===== src/pwlc_pkg.sv =====
// Constants for the pattern word line control block.
package pwlc_pkg;
    localparam int unsigned word_width = 32;
    localparam int unsigned data_width = 32;
    localparam int unsigned line_two_phase_one_level = 15;
    localparam int unsigned line_three_phase_two_level = 16;
    localparam int unsigned line_three_phase_one_level = 17;
    localparam int unsigned line_four_or_sample_edge_bit = 18;
    localparam logic line_reset_level = 1'h1;
    localparam logic [31:0] word_reset_value = 32'hffffffff;
    localparam logic [31:0] data_reset_value = 32'h00000000;
    localparam logic edge_select_reset = 1'h0;
    localparam logic phase_reset_level = 1'h0;
endpackage : pwlc_pkg


===== src/pwlc_edge_detect.sv =====
// Edge detector for one synchronous phase clock level; rise and fall compare the live level with a registered copy.
`timescale 1ns/1ps
`default_nettype none
module pwlc_edge_detect #(
    parameter logic reset_level = 1'h0
) (
    input wire logic clk,
    input wire logic nrst,
    input wire logic level,
    output logic rise,
    output logic fall
);
    logic prev;

    always_ff @(posedge clk or negedge nrst) begin
        if (!nrst) begin
            prev <= reset_level;
        end else begin
            prev <= level;
        end
    end

    assign rise = level & ~prev;
    assign fall = ~level & prev;
endmodule : pwlc_edge_detect
`default_nettype wire


===== src/pwlc_top.sv =====
// Control line drive and read sampling edge selection from the current pattern word.
//
// Operation
// - Word bit 15 sets control line two level at first phase trailing edge.
// - Word bit 16 sets control line three level at second phase trailing edge.
// - Word bit 17 sets control line three level at first phase trailing edge.
// - Disable clear: bit 18 sets control line four at second phase trailing edge.
// - Disable set during reads: bit 18 picks falling (1) or rising (0) sampling edge.
`timescale 1ns/1ps
`default_nettype none
module pwlc_top (
    input wire logic clk,
    input wire logic nrst,
    input wire logic first_phase_clock,
    input wire logic second_phase_clock,
    input wire logic word_valid,
    input wire logic [31:0] pattern_word,
    input wire logic line_four_disable,
    input wire logic read_active,
    input wire logic [31:0] data_bus,
    output logic general_control_line_two,
    output logic general_control_line_three,
    output logic general_control_line_four,
    output logic sample_edge_falling,
    output logic [31:0] read_data,
    output logic read_data_strobe
);
    logic [31:0] current_word;
    logic [31:0] word_now;
    logic p1_rise;
    logic p1_fall;
    logic p2_rise;
    logic p2_fall;
    logic bit_line_two_p1;
    logic bit_line_three_p2;
    logic bit_line_three_p1;
    logic bit_four_or_edge;
    logic line_two_load;
    logic line_three_from_two;
    logic line_three_from_one;
    logic line_four_load;
    logic sample_on_fall;
    logic sample_on_rise;
    logic next_sample_edge;
    logic [31:0] next_read_data;
    logic next_strobe;
    logic sample_mode;
    logic sample_now;
    logic next_line_two;
    logic next_line_three;
    logic next_line_four;

    pwlc_edge_detect #(
        .reset_level(pwlc_pkg::phase_reset_level)
    ) u_phase_one (
        .clk(clk),
        .nrst(nrst),
        .level(first_phase_clock),
        .rise(p1_rise),
        .fall(p1_fall)
    );

    pwlc_edge_detect #(
        .reset_level(pwlc_pkg::phase_reset_level)
    ) u_phase_two (
        .clk(clk),
        .nrst(nrst),
        .level(second_phase_clock),
        .rise(p2_rise),
        .fall(p2_fall)
    );

    // A word presented in the same cycle as an edge is used at once, so a new word
    // never misses the edge that it was loaded for.
    assign word_now = word_valid ? pattern_word : current_word;

    always_ff @(posedge clk or negedge nrst) begin
        if (!nrst) begin
            current_word <= pwlc_pkg::word_reset_value;
        end else begin
            current_word <= word_now;
        end
    end

    assign bit_line_two_p1 = word_now[pwlc_pkg::line_two_phase_one_level];
    assign bit_line_three_p2 = word_now[pwlc_pkg::line_three_phase_two_level];
    assign bit_line_three_p1 = word_now[pwlc_pkg::line_three_phase_one_level];
    assign bit_four_or_edge = word_now[pwlc_pkg::line_four_or_sample_edge_bit];

    assign line_two_load = p1_fall;
    assign line_three_from_two = p2_fall;

    // Phase two takes priority if both trailing edges meet in one cycle; the phases
    // never overlap in normal use, so this only settles a malformed input.
    assign line_three_from_one = p1_fall & ~p2_fall;

    // With the disable set, line four holds its last level; bit 18 means an edge instead.
    assign line_four_load = p2_fall & ~line_four_disable;

    assign next_line_two = line_two_load ? bit_line_two_p1 : general_control_line_two;
    assign next_line_three = line_three_from_two ? bit_line_three_p2 :
                             line_three_from_one ? bit_line_three_p1 :
                             general_control_line_three;
    assign next_line_four = line_four_load ? bit_four_or_edge :
                            general_control_line_four;

    // The edge choice stays visible for as long as a read runs with the disable set,
    // even between samples, so that the bus side can steer its own capture timing.
    assign sample_mode = line_four_disable & read_active;
    assign sample_on_fall = sample_mode & bit_four_or_edge & p2_fall;
    assign sample_on_rise = sample_mode & ~bit_four_or_edge & p2_rise;
    assign sample_now = sample_on_fall | sample_on_rise;
    assign next_sample_edge = sample_mode ? bit_four_or_edge : sample_edge_falling;

    // Data are taken at the system clock edge on which the phase edge is first seen,
    // so the phase clocks must stay slow against the system clock.
    assign next_read_data = sample_now ? data_bus : read_data;
    assign next_strobe = sample_now;

    always_ff @(posedge clk or negedge nrst) begin
        if (!nrst) begin
            general_control_line_two <= pwlc_pkg::line_reset_level;
        end else begin
            general_control_line_two <= next_line_two;
        end
    end

    always_ff @(posedge clk or negedge nrst) begin
        if (!nrst) begin
            general_control_line_three <= pwlc_pkg::line_reset_level;
        end else begin
            general_control_line_three <= next_line_three;
        end
    end

    always_ff @(posedge clk or negedge nrst) begin
        if (!nrst) begin
            general_control_line_four <= pwlc_pkg::line_reset_level;
        end else begin
            general_control_line_four <= next_line_four;
        end
    end

    always_ff @(posedge clk or negedge nrst) begin
        if (!nrst) begin
            sample_edge_falling <= pwlc_pkg::edge_select_reset;
        end else begin
            sample_edge_falling <= next_sample_edge;
        end
    end

    always_ff @(posedge clk or negedge nrst) begin
        if (!nrst) begin
            read_data <= pwlc_pkg::data_reset_value;
        end else begin
            read_data <= next_read_data;
        end
    end

    always_ff @(posedge clk or negedge nrst) begin
        if (!nrst) begin
            read_data_strobe <= 1'h0;
        end else begin
            read_data_strobe <= next_strobe;
        end
    end
endmodule : pwlc_top
`default_nettype wire


===== config.mk =====
export PLATFORM = sky130hd
export DESIGN_NAME = pwlc_top
export DESIGN_NICKNAME = d
export VERILOG_FILES = /design/src/pwlc_pkg.sv /design/src/pwlc_edge_detect.sv /design/src/pwlc_top.sv
export SDC_FILE = /design/constraint.sdc
export NUM_CORES = 1
export LEC_CHECK = 0
export BUFFER_PORTS_ARGS = -buffer_cell sky130_fd_sc_hd__buf_2
export CELL_PAD_IN_SITES_DETAIL_PLACEMENT = 0
export CELL_PAD_IN_SITES_GLOBAL_PLACEMENT = 1
export CORE_UTILIZATION = 34
export CTS_CLUSTER_DIAMETER = 60
export DETAILED_ROUTE_END_ITERATION = 8
export PLACE_DENSITY = 0.92
export SLEW_MARGIN = 0
export SYNTH_ARGS = -nofsm -noshare
export SYNTH_HDL_FRONTEND = slang
export SYNTH_SLANG_ARGS = --single-unit

===== constraint.sdc =====
create_clock -name clk -period 3.2 [get_ports clk]
set_input_delay 0.48 -clock clk [delete_from_list [all_inputs] [get_ports clk]]
set_output_delay 0.48 -clock clk [all_outputs]
set_load 0.01 [all_outputs]

After elaboration in Yosys (flattened, before gate mapping)
Cells that the tools add are included.
{"block": "op_classes", "mux": 3, "n_bitwise": 17, "reduce_logical": 1}
{"op": "2-to-1 mux 19 bit", "count": 1}
{"op": "bitwise AND 1 bit", "count": 10}
{"op": "NOT 1 bit", "count": 6}
{"op": "2-to-1 mux 1 bit", "count": 2}
{"op": "nonzero test 2 bit", "count": 1}
{"op": "OR 1 bit", "count": 1}
{"block": "word_totals", "ff_bits": 58, "inputBits": 71, "output_inout_bits": 37, "wordCells": 31}

Longest topological paths before layout
{"block": "logic_depth", "depth_word": 6, "depth_mapped": 4, "depth_no_buf": 3}

Modules after synthesis
Synthesis repeated with hierarchy kept, for this count alone.
{"block": "hier_totals", "cells_unflattened": 99, "area_unflattened_um2": 1645.3}
{"module": "pwlc_top", "instances": 1, "cells_per_inst": 93, "area_each_um2": 1565.3, "seq_area_each_um2": 1034.7}
{"module": "pwlc_edge_detect", "instances": 2, "cells_per_inst": 3, "area_each_um2": 40.0, "seq_area_each_um2": 25.0}

Worst setup path after synthesis
No wires, ideal clock.
{"block": "synth_path", "path_kind": "input port to flip-flop", "startpoint": "input port word_valid", "endpoint": "register read_data[16]", "setup_ns": 0.125, "arrival_ns": 1.559, "required_ns": 3.075, "path_slack_ns": 1.516, "path_stages": 4, "n_path_buf": 1, "cell_sequence": "mux2_4 mux2i_4 buf_6 mux2_2"}
{"block": "synth_via", "elab_chain_len": 5, "word_cells_on_any_way": 7, "cone_classes": "mux (1); bitwise (6)"}
{"item": "from (decl)", "line": "pwlc_top.sv:16", "text": "input wire logic word_valid,"}
{"item": "2-to-1 mux 19 bit *", "line": "pwlc_top.sv:75", "text": "assign word_now = word_valid ? pattern_word : current_word;"}
{"item": "NOT 1 bit", "line": "pwlc_top.sv:111", "text": "assign sample_on_rise = sample_mode & ~bit_four_or_edge & p2_rise;"}
{"item": "bitwise AND 1 bit (2 in a row)", "line": "pwlc_top.sv:111"}
{"item": "OR 1 bit *", "line": "pwlc_top.sv:112", "text": "assign sample_now = sample_on_fall | sample_on_rise;"}
{"item": "to (signal assigned)", "line": "pwlc_top.sv:154", "text": "read_data <= pwlc_pkg::data_reset_value;"}
{"item": "to (signal assigned)", "line": "pwlc_top.sv:156", "text": "read_data <= next_read_data;"}
{"item": "to (decl)", "line": "pwlc_top.sv:25", "text": "output logic [31:0] read_data,"}
Mark *: on every way between the ends. The rest lies on a longest branch, timed or not.
A chain may end at the register's enable or synchronous reset.

Final worst setup path
{"block": "layout_path", "startpoint": "register current_word[18]", "endpoint": "register read_data[30]"}
{"block": "layout_via", "elab_chain_len": 5, "word_cells_on_any_way": 7, "cone_classes": "mux (1); bitwise (6)"}
{"item": "from (decl)", "line": "pwlc_top.sv:28", "text": "logic [31:0] current_word;"}
{"item": "from (signal assigned)", "line": "pwlc_top.sv:79", "text": "current_word <= pwlc_pkg::word_reset_value;"}
{"item": "from (signal assigned)", "line": "pwlc_top.sv:81", "text": "current_word <= word_now;"}
{"item": "2-to-1 mux 19 bit *", "line": "pwlc_top.sv:75"}
{"item": "named net word_now[18]", "line": "pwlc_top.sv:29", "text": "logic [31:0] word_now;"}
{"item": "NOT 1 bit", "line": "pwlc_top.sv:111"}
{"item": "bitwise AND 1 bit (2 in a row)", "line": "pwlc_top.sv:111"}
{"item": "OR 1 bit *", "line": "pwlc_top.sv:112"}
Mark *: on every way through the listed nets, which the timed path passes. The rest lies on a longest branch.

==> metrics <==
status=complete, no violations; dominant cell by count in the synthesized netlist=mux2_2; cts hold-fix bufs=0; Worst Setup End Kind=flop; syn_area_per_cell=17.29 um^2; Critical Path AT=2.21 ns; post-detailed-route count of antenna-violating nets=0; CTS H-tree lvls=2; num rows=24; peak supply drop=0.3217 mV; Num CTS Buffers=5; core area=4504 um^2; Static Leak=1.066 nW; layout cell share with drive strength beyond 1=74.03%; PwrDens=682.7 nW/um^2; biggest area consumer among synthesized cells=dfrtp_1; synthesized cell area=1643 um^2; M3 GR Usage=5.907%; DP Wirelength=2157 um; Routed wire per std cell=12.81 um; Final Skew=0.006723 ns; pre-CTS setup slack=0.8844 ns; final wirelength=2985 um; DR pass1 iterations=4; Synth warnings=0; RR Endpoint=read_data[30]; RSZ-0062 raised after global routing=no; DRC Markers=0; CTS tree=built; Syn Nets=166; first-pass GRT wire length=4995 um; GR Util met1=15.22%; Worst Max-Slew Pin Slew=0.9241 ns; Slew Limit Fails=0; Final setup viols=0; fin nets=251; CP required=3.37 ns; setup repair bufs after CTS=0; Mapped Cells=95; Longest Clk Path Bufs=2; clk sinks=43; largest net degree at the start of global routing=44; grt ovf=0; synthesized flop and latch total=43; GRT Util Overall=12.74%; top post-synthesis cells by area=dfrtp_1 55%, mux2_2 25%, dfstp_2 11%, buf_6 2.1%, mux2i_4 1.4%; clk_lat worst skew=0.29 ns; Fin. Hold Viols=0; crit path kind=flop to flop; Setup crit start kind=flop; sequential fraction of the synthesis area=66.03%; Worst R2R Setup Slack=1.16 ns; num ports=108; Reg-to-Reg Start=current_word[18]; minimum clock period=2.040 ns; total number of vias=1,076; initial antenna violation count=0; Tcrit/Tclk final=63.74%; Reg2Reg Depth=4; DRT iter0 DRCs=37; area share of the largest cell type after synthesis=54.84%; met2 usage=20.95%; vias per inst=4.618; ys flop type=dfrtp_1; Die Ht=71.51 um; count of cell types in the netlist=13; number of diodes=0; setup TNS=0 ns; slew margin rel.=38.39%; Final WS setup=1.160 ns; Max Cap Viol=0; number of global-route vias before repair=1,127; Setup crit start=current_word[18]; Hold Path Class=input port to flop; highest clock rate=490.3 MHz; ys async rst share=100.0%; routability cong.=0.6350; input/output buffers=79; Worst-path clk slew=0.08 ns; Clock Root Buffer=clkbuf_8; list of most frequent post-synthesis cells=37 x mux2_2, 36 x dfrtp_1, 7 x dfstp_2; Post-synth EDFFs=0; die width=71.51 um; Area growth, synth to finish=32.44%; number of gates resized after CTS=0; Starting Density=36.47%; die area=5114 um^2; global route hottest layer=met2; crit path max fanout=16; Core Util, Final=48.31%; critical path endpoint=read_data[30]
[worst max-delay path, stage by stage (launching register included)]
cell and delay [ns]:
dfstp_2 0.52, mux2_4 0.18, mux2i_4 0.57, buf_4 0.31
mux2_2 0.35
[cell type report]
| type | count | area [um^2] |
|---|---|---|
| clock buffer | 7 | 86.33 |
| clock inverter | 1 | 5.005 |
| fill | 410 | 2328 |
| multi-input combinational | 49 | 524.3 |
| sequential | 43 | 1085 |
| tap | 52 | 65.06 |
| timing repair buffer | 81 | 410.4 |
[worst min path at each step]
stage,startpoint,to,depth (start not counted)
4_1_cts,first_phase_clock,u_phase_one.prev,1
3_3_place_gp,read_data[19],read_data[19],1
3_5_place_dp,read_data[19],read_data[19],1
5_1_grt,first_phase_clock,u_phase_one.prev,1
2_1_floorplan,nrst,read_data[0],0
6_report,first_phase_clock,u_phase_one.prev,1
[cell usage in the layout (no fill, tap or decap), drive strengths merged]
cell type | Yosys | final
nor2b | 1 | 1
clkbuf | 0 | 7
nand2b | 2 | 2
nand4b | 2 | 2
dfrtp | 36 | 36
mux2 | 39 | 39
mux2i | 2 | 2
nand2 | 2 | 2
clkinv | 0 | 1
dfstp | 7 | 7
o21ai | 1 | 1
buf | 3 | 81
[cell families (layout without fill, tap and decap cells)]
group,after synthesis,in the layout,share of synthesized area (%)
flip-flops,43,43,66.03
AND/OR/NAND/NOR,7,7,2.666
AO/OA/AOI/OAI,1,1,0.3044
buffers and inverters,3,89,2.056
multiplexers,41,41,28.94
[through the flow]
step / area (um^2) / std cells / total power, mW / hold WS, ns
2_1_floorplan: 1643 / 95 / 0.9669 / 0.1844
3_3_place_gp: 2085 / 225 / 1.144 / 0.4655
3_5_place_dp: 2085 / 225 / 1.158 / 0.4802
4_1_cts: 2176 / 233 / 1.508 / 0.2999
5_1_grt: 2176 / 233 / 1.580 / 0.2895
6_report: 2176 / 233 / 1.485 / 0.3079
[state kept, by name (all words and copies together) (netlist names)]
| signal | cells |
|---|---|
| general_control_line_four | 1 |
| general_control_line_three | 1 |
| sample_edge_falling | 1 |
| u_phase_one.prev | 1 |
| read_data_strobe | 1 |
| general_control_line_two | 1 |
| read_data | 32 |
| current_word | 4 |
| u_phase_two.prev | 1 |
[layer usage]
layer	vias up	part of all wire (%)	wire, um
li1	505	-	-
met1	520	45	1345
met2	47	47	1407
met5	-	0	0
met3	4	7.3	217
met4	0	0.50	15
[power breakdown]
group / total [mW] / internal [mW] / switching (mW)
combinational: 0.390 / 0.213 / 0.177
sequential: 0.750 / 0.690 / 0.0606
clock: 0.345 / 0.174 / 0.171
total: 1.49 / 1.08 / 0.409
No activity file was read; power rests on OpenSTA's default activity.
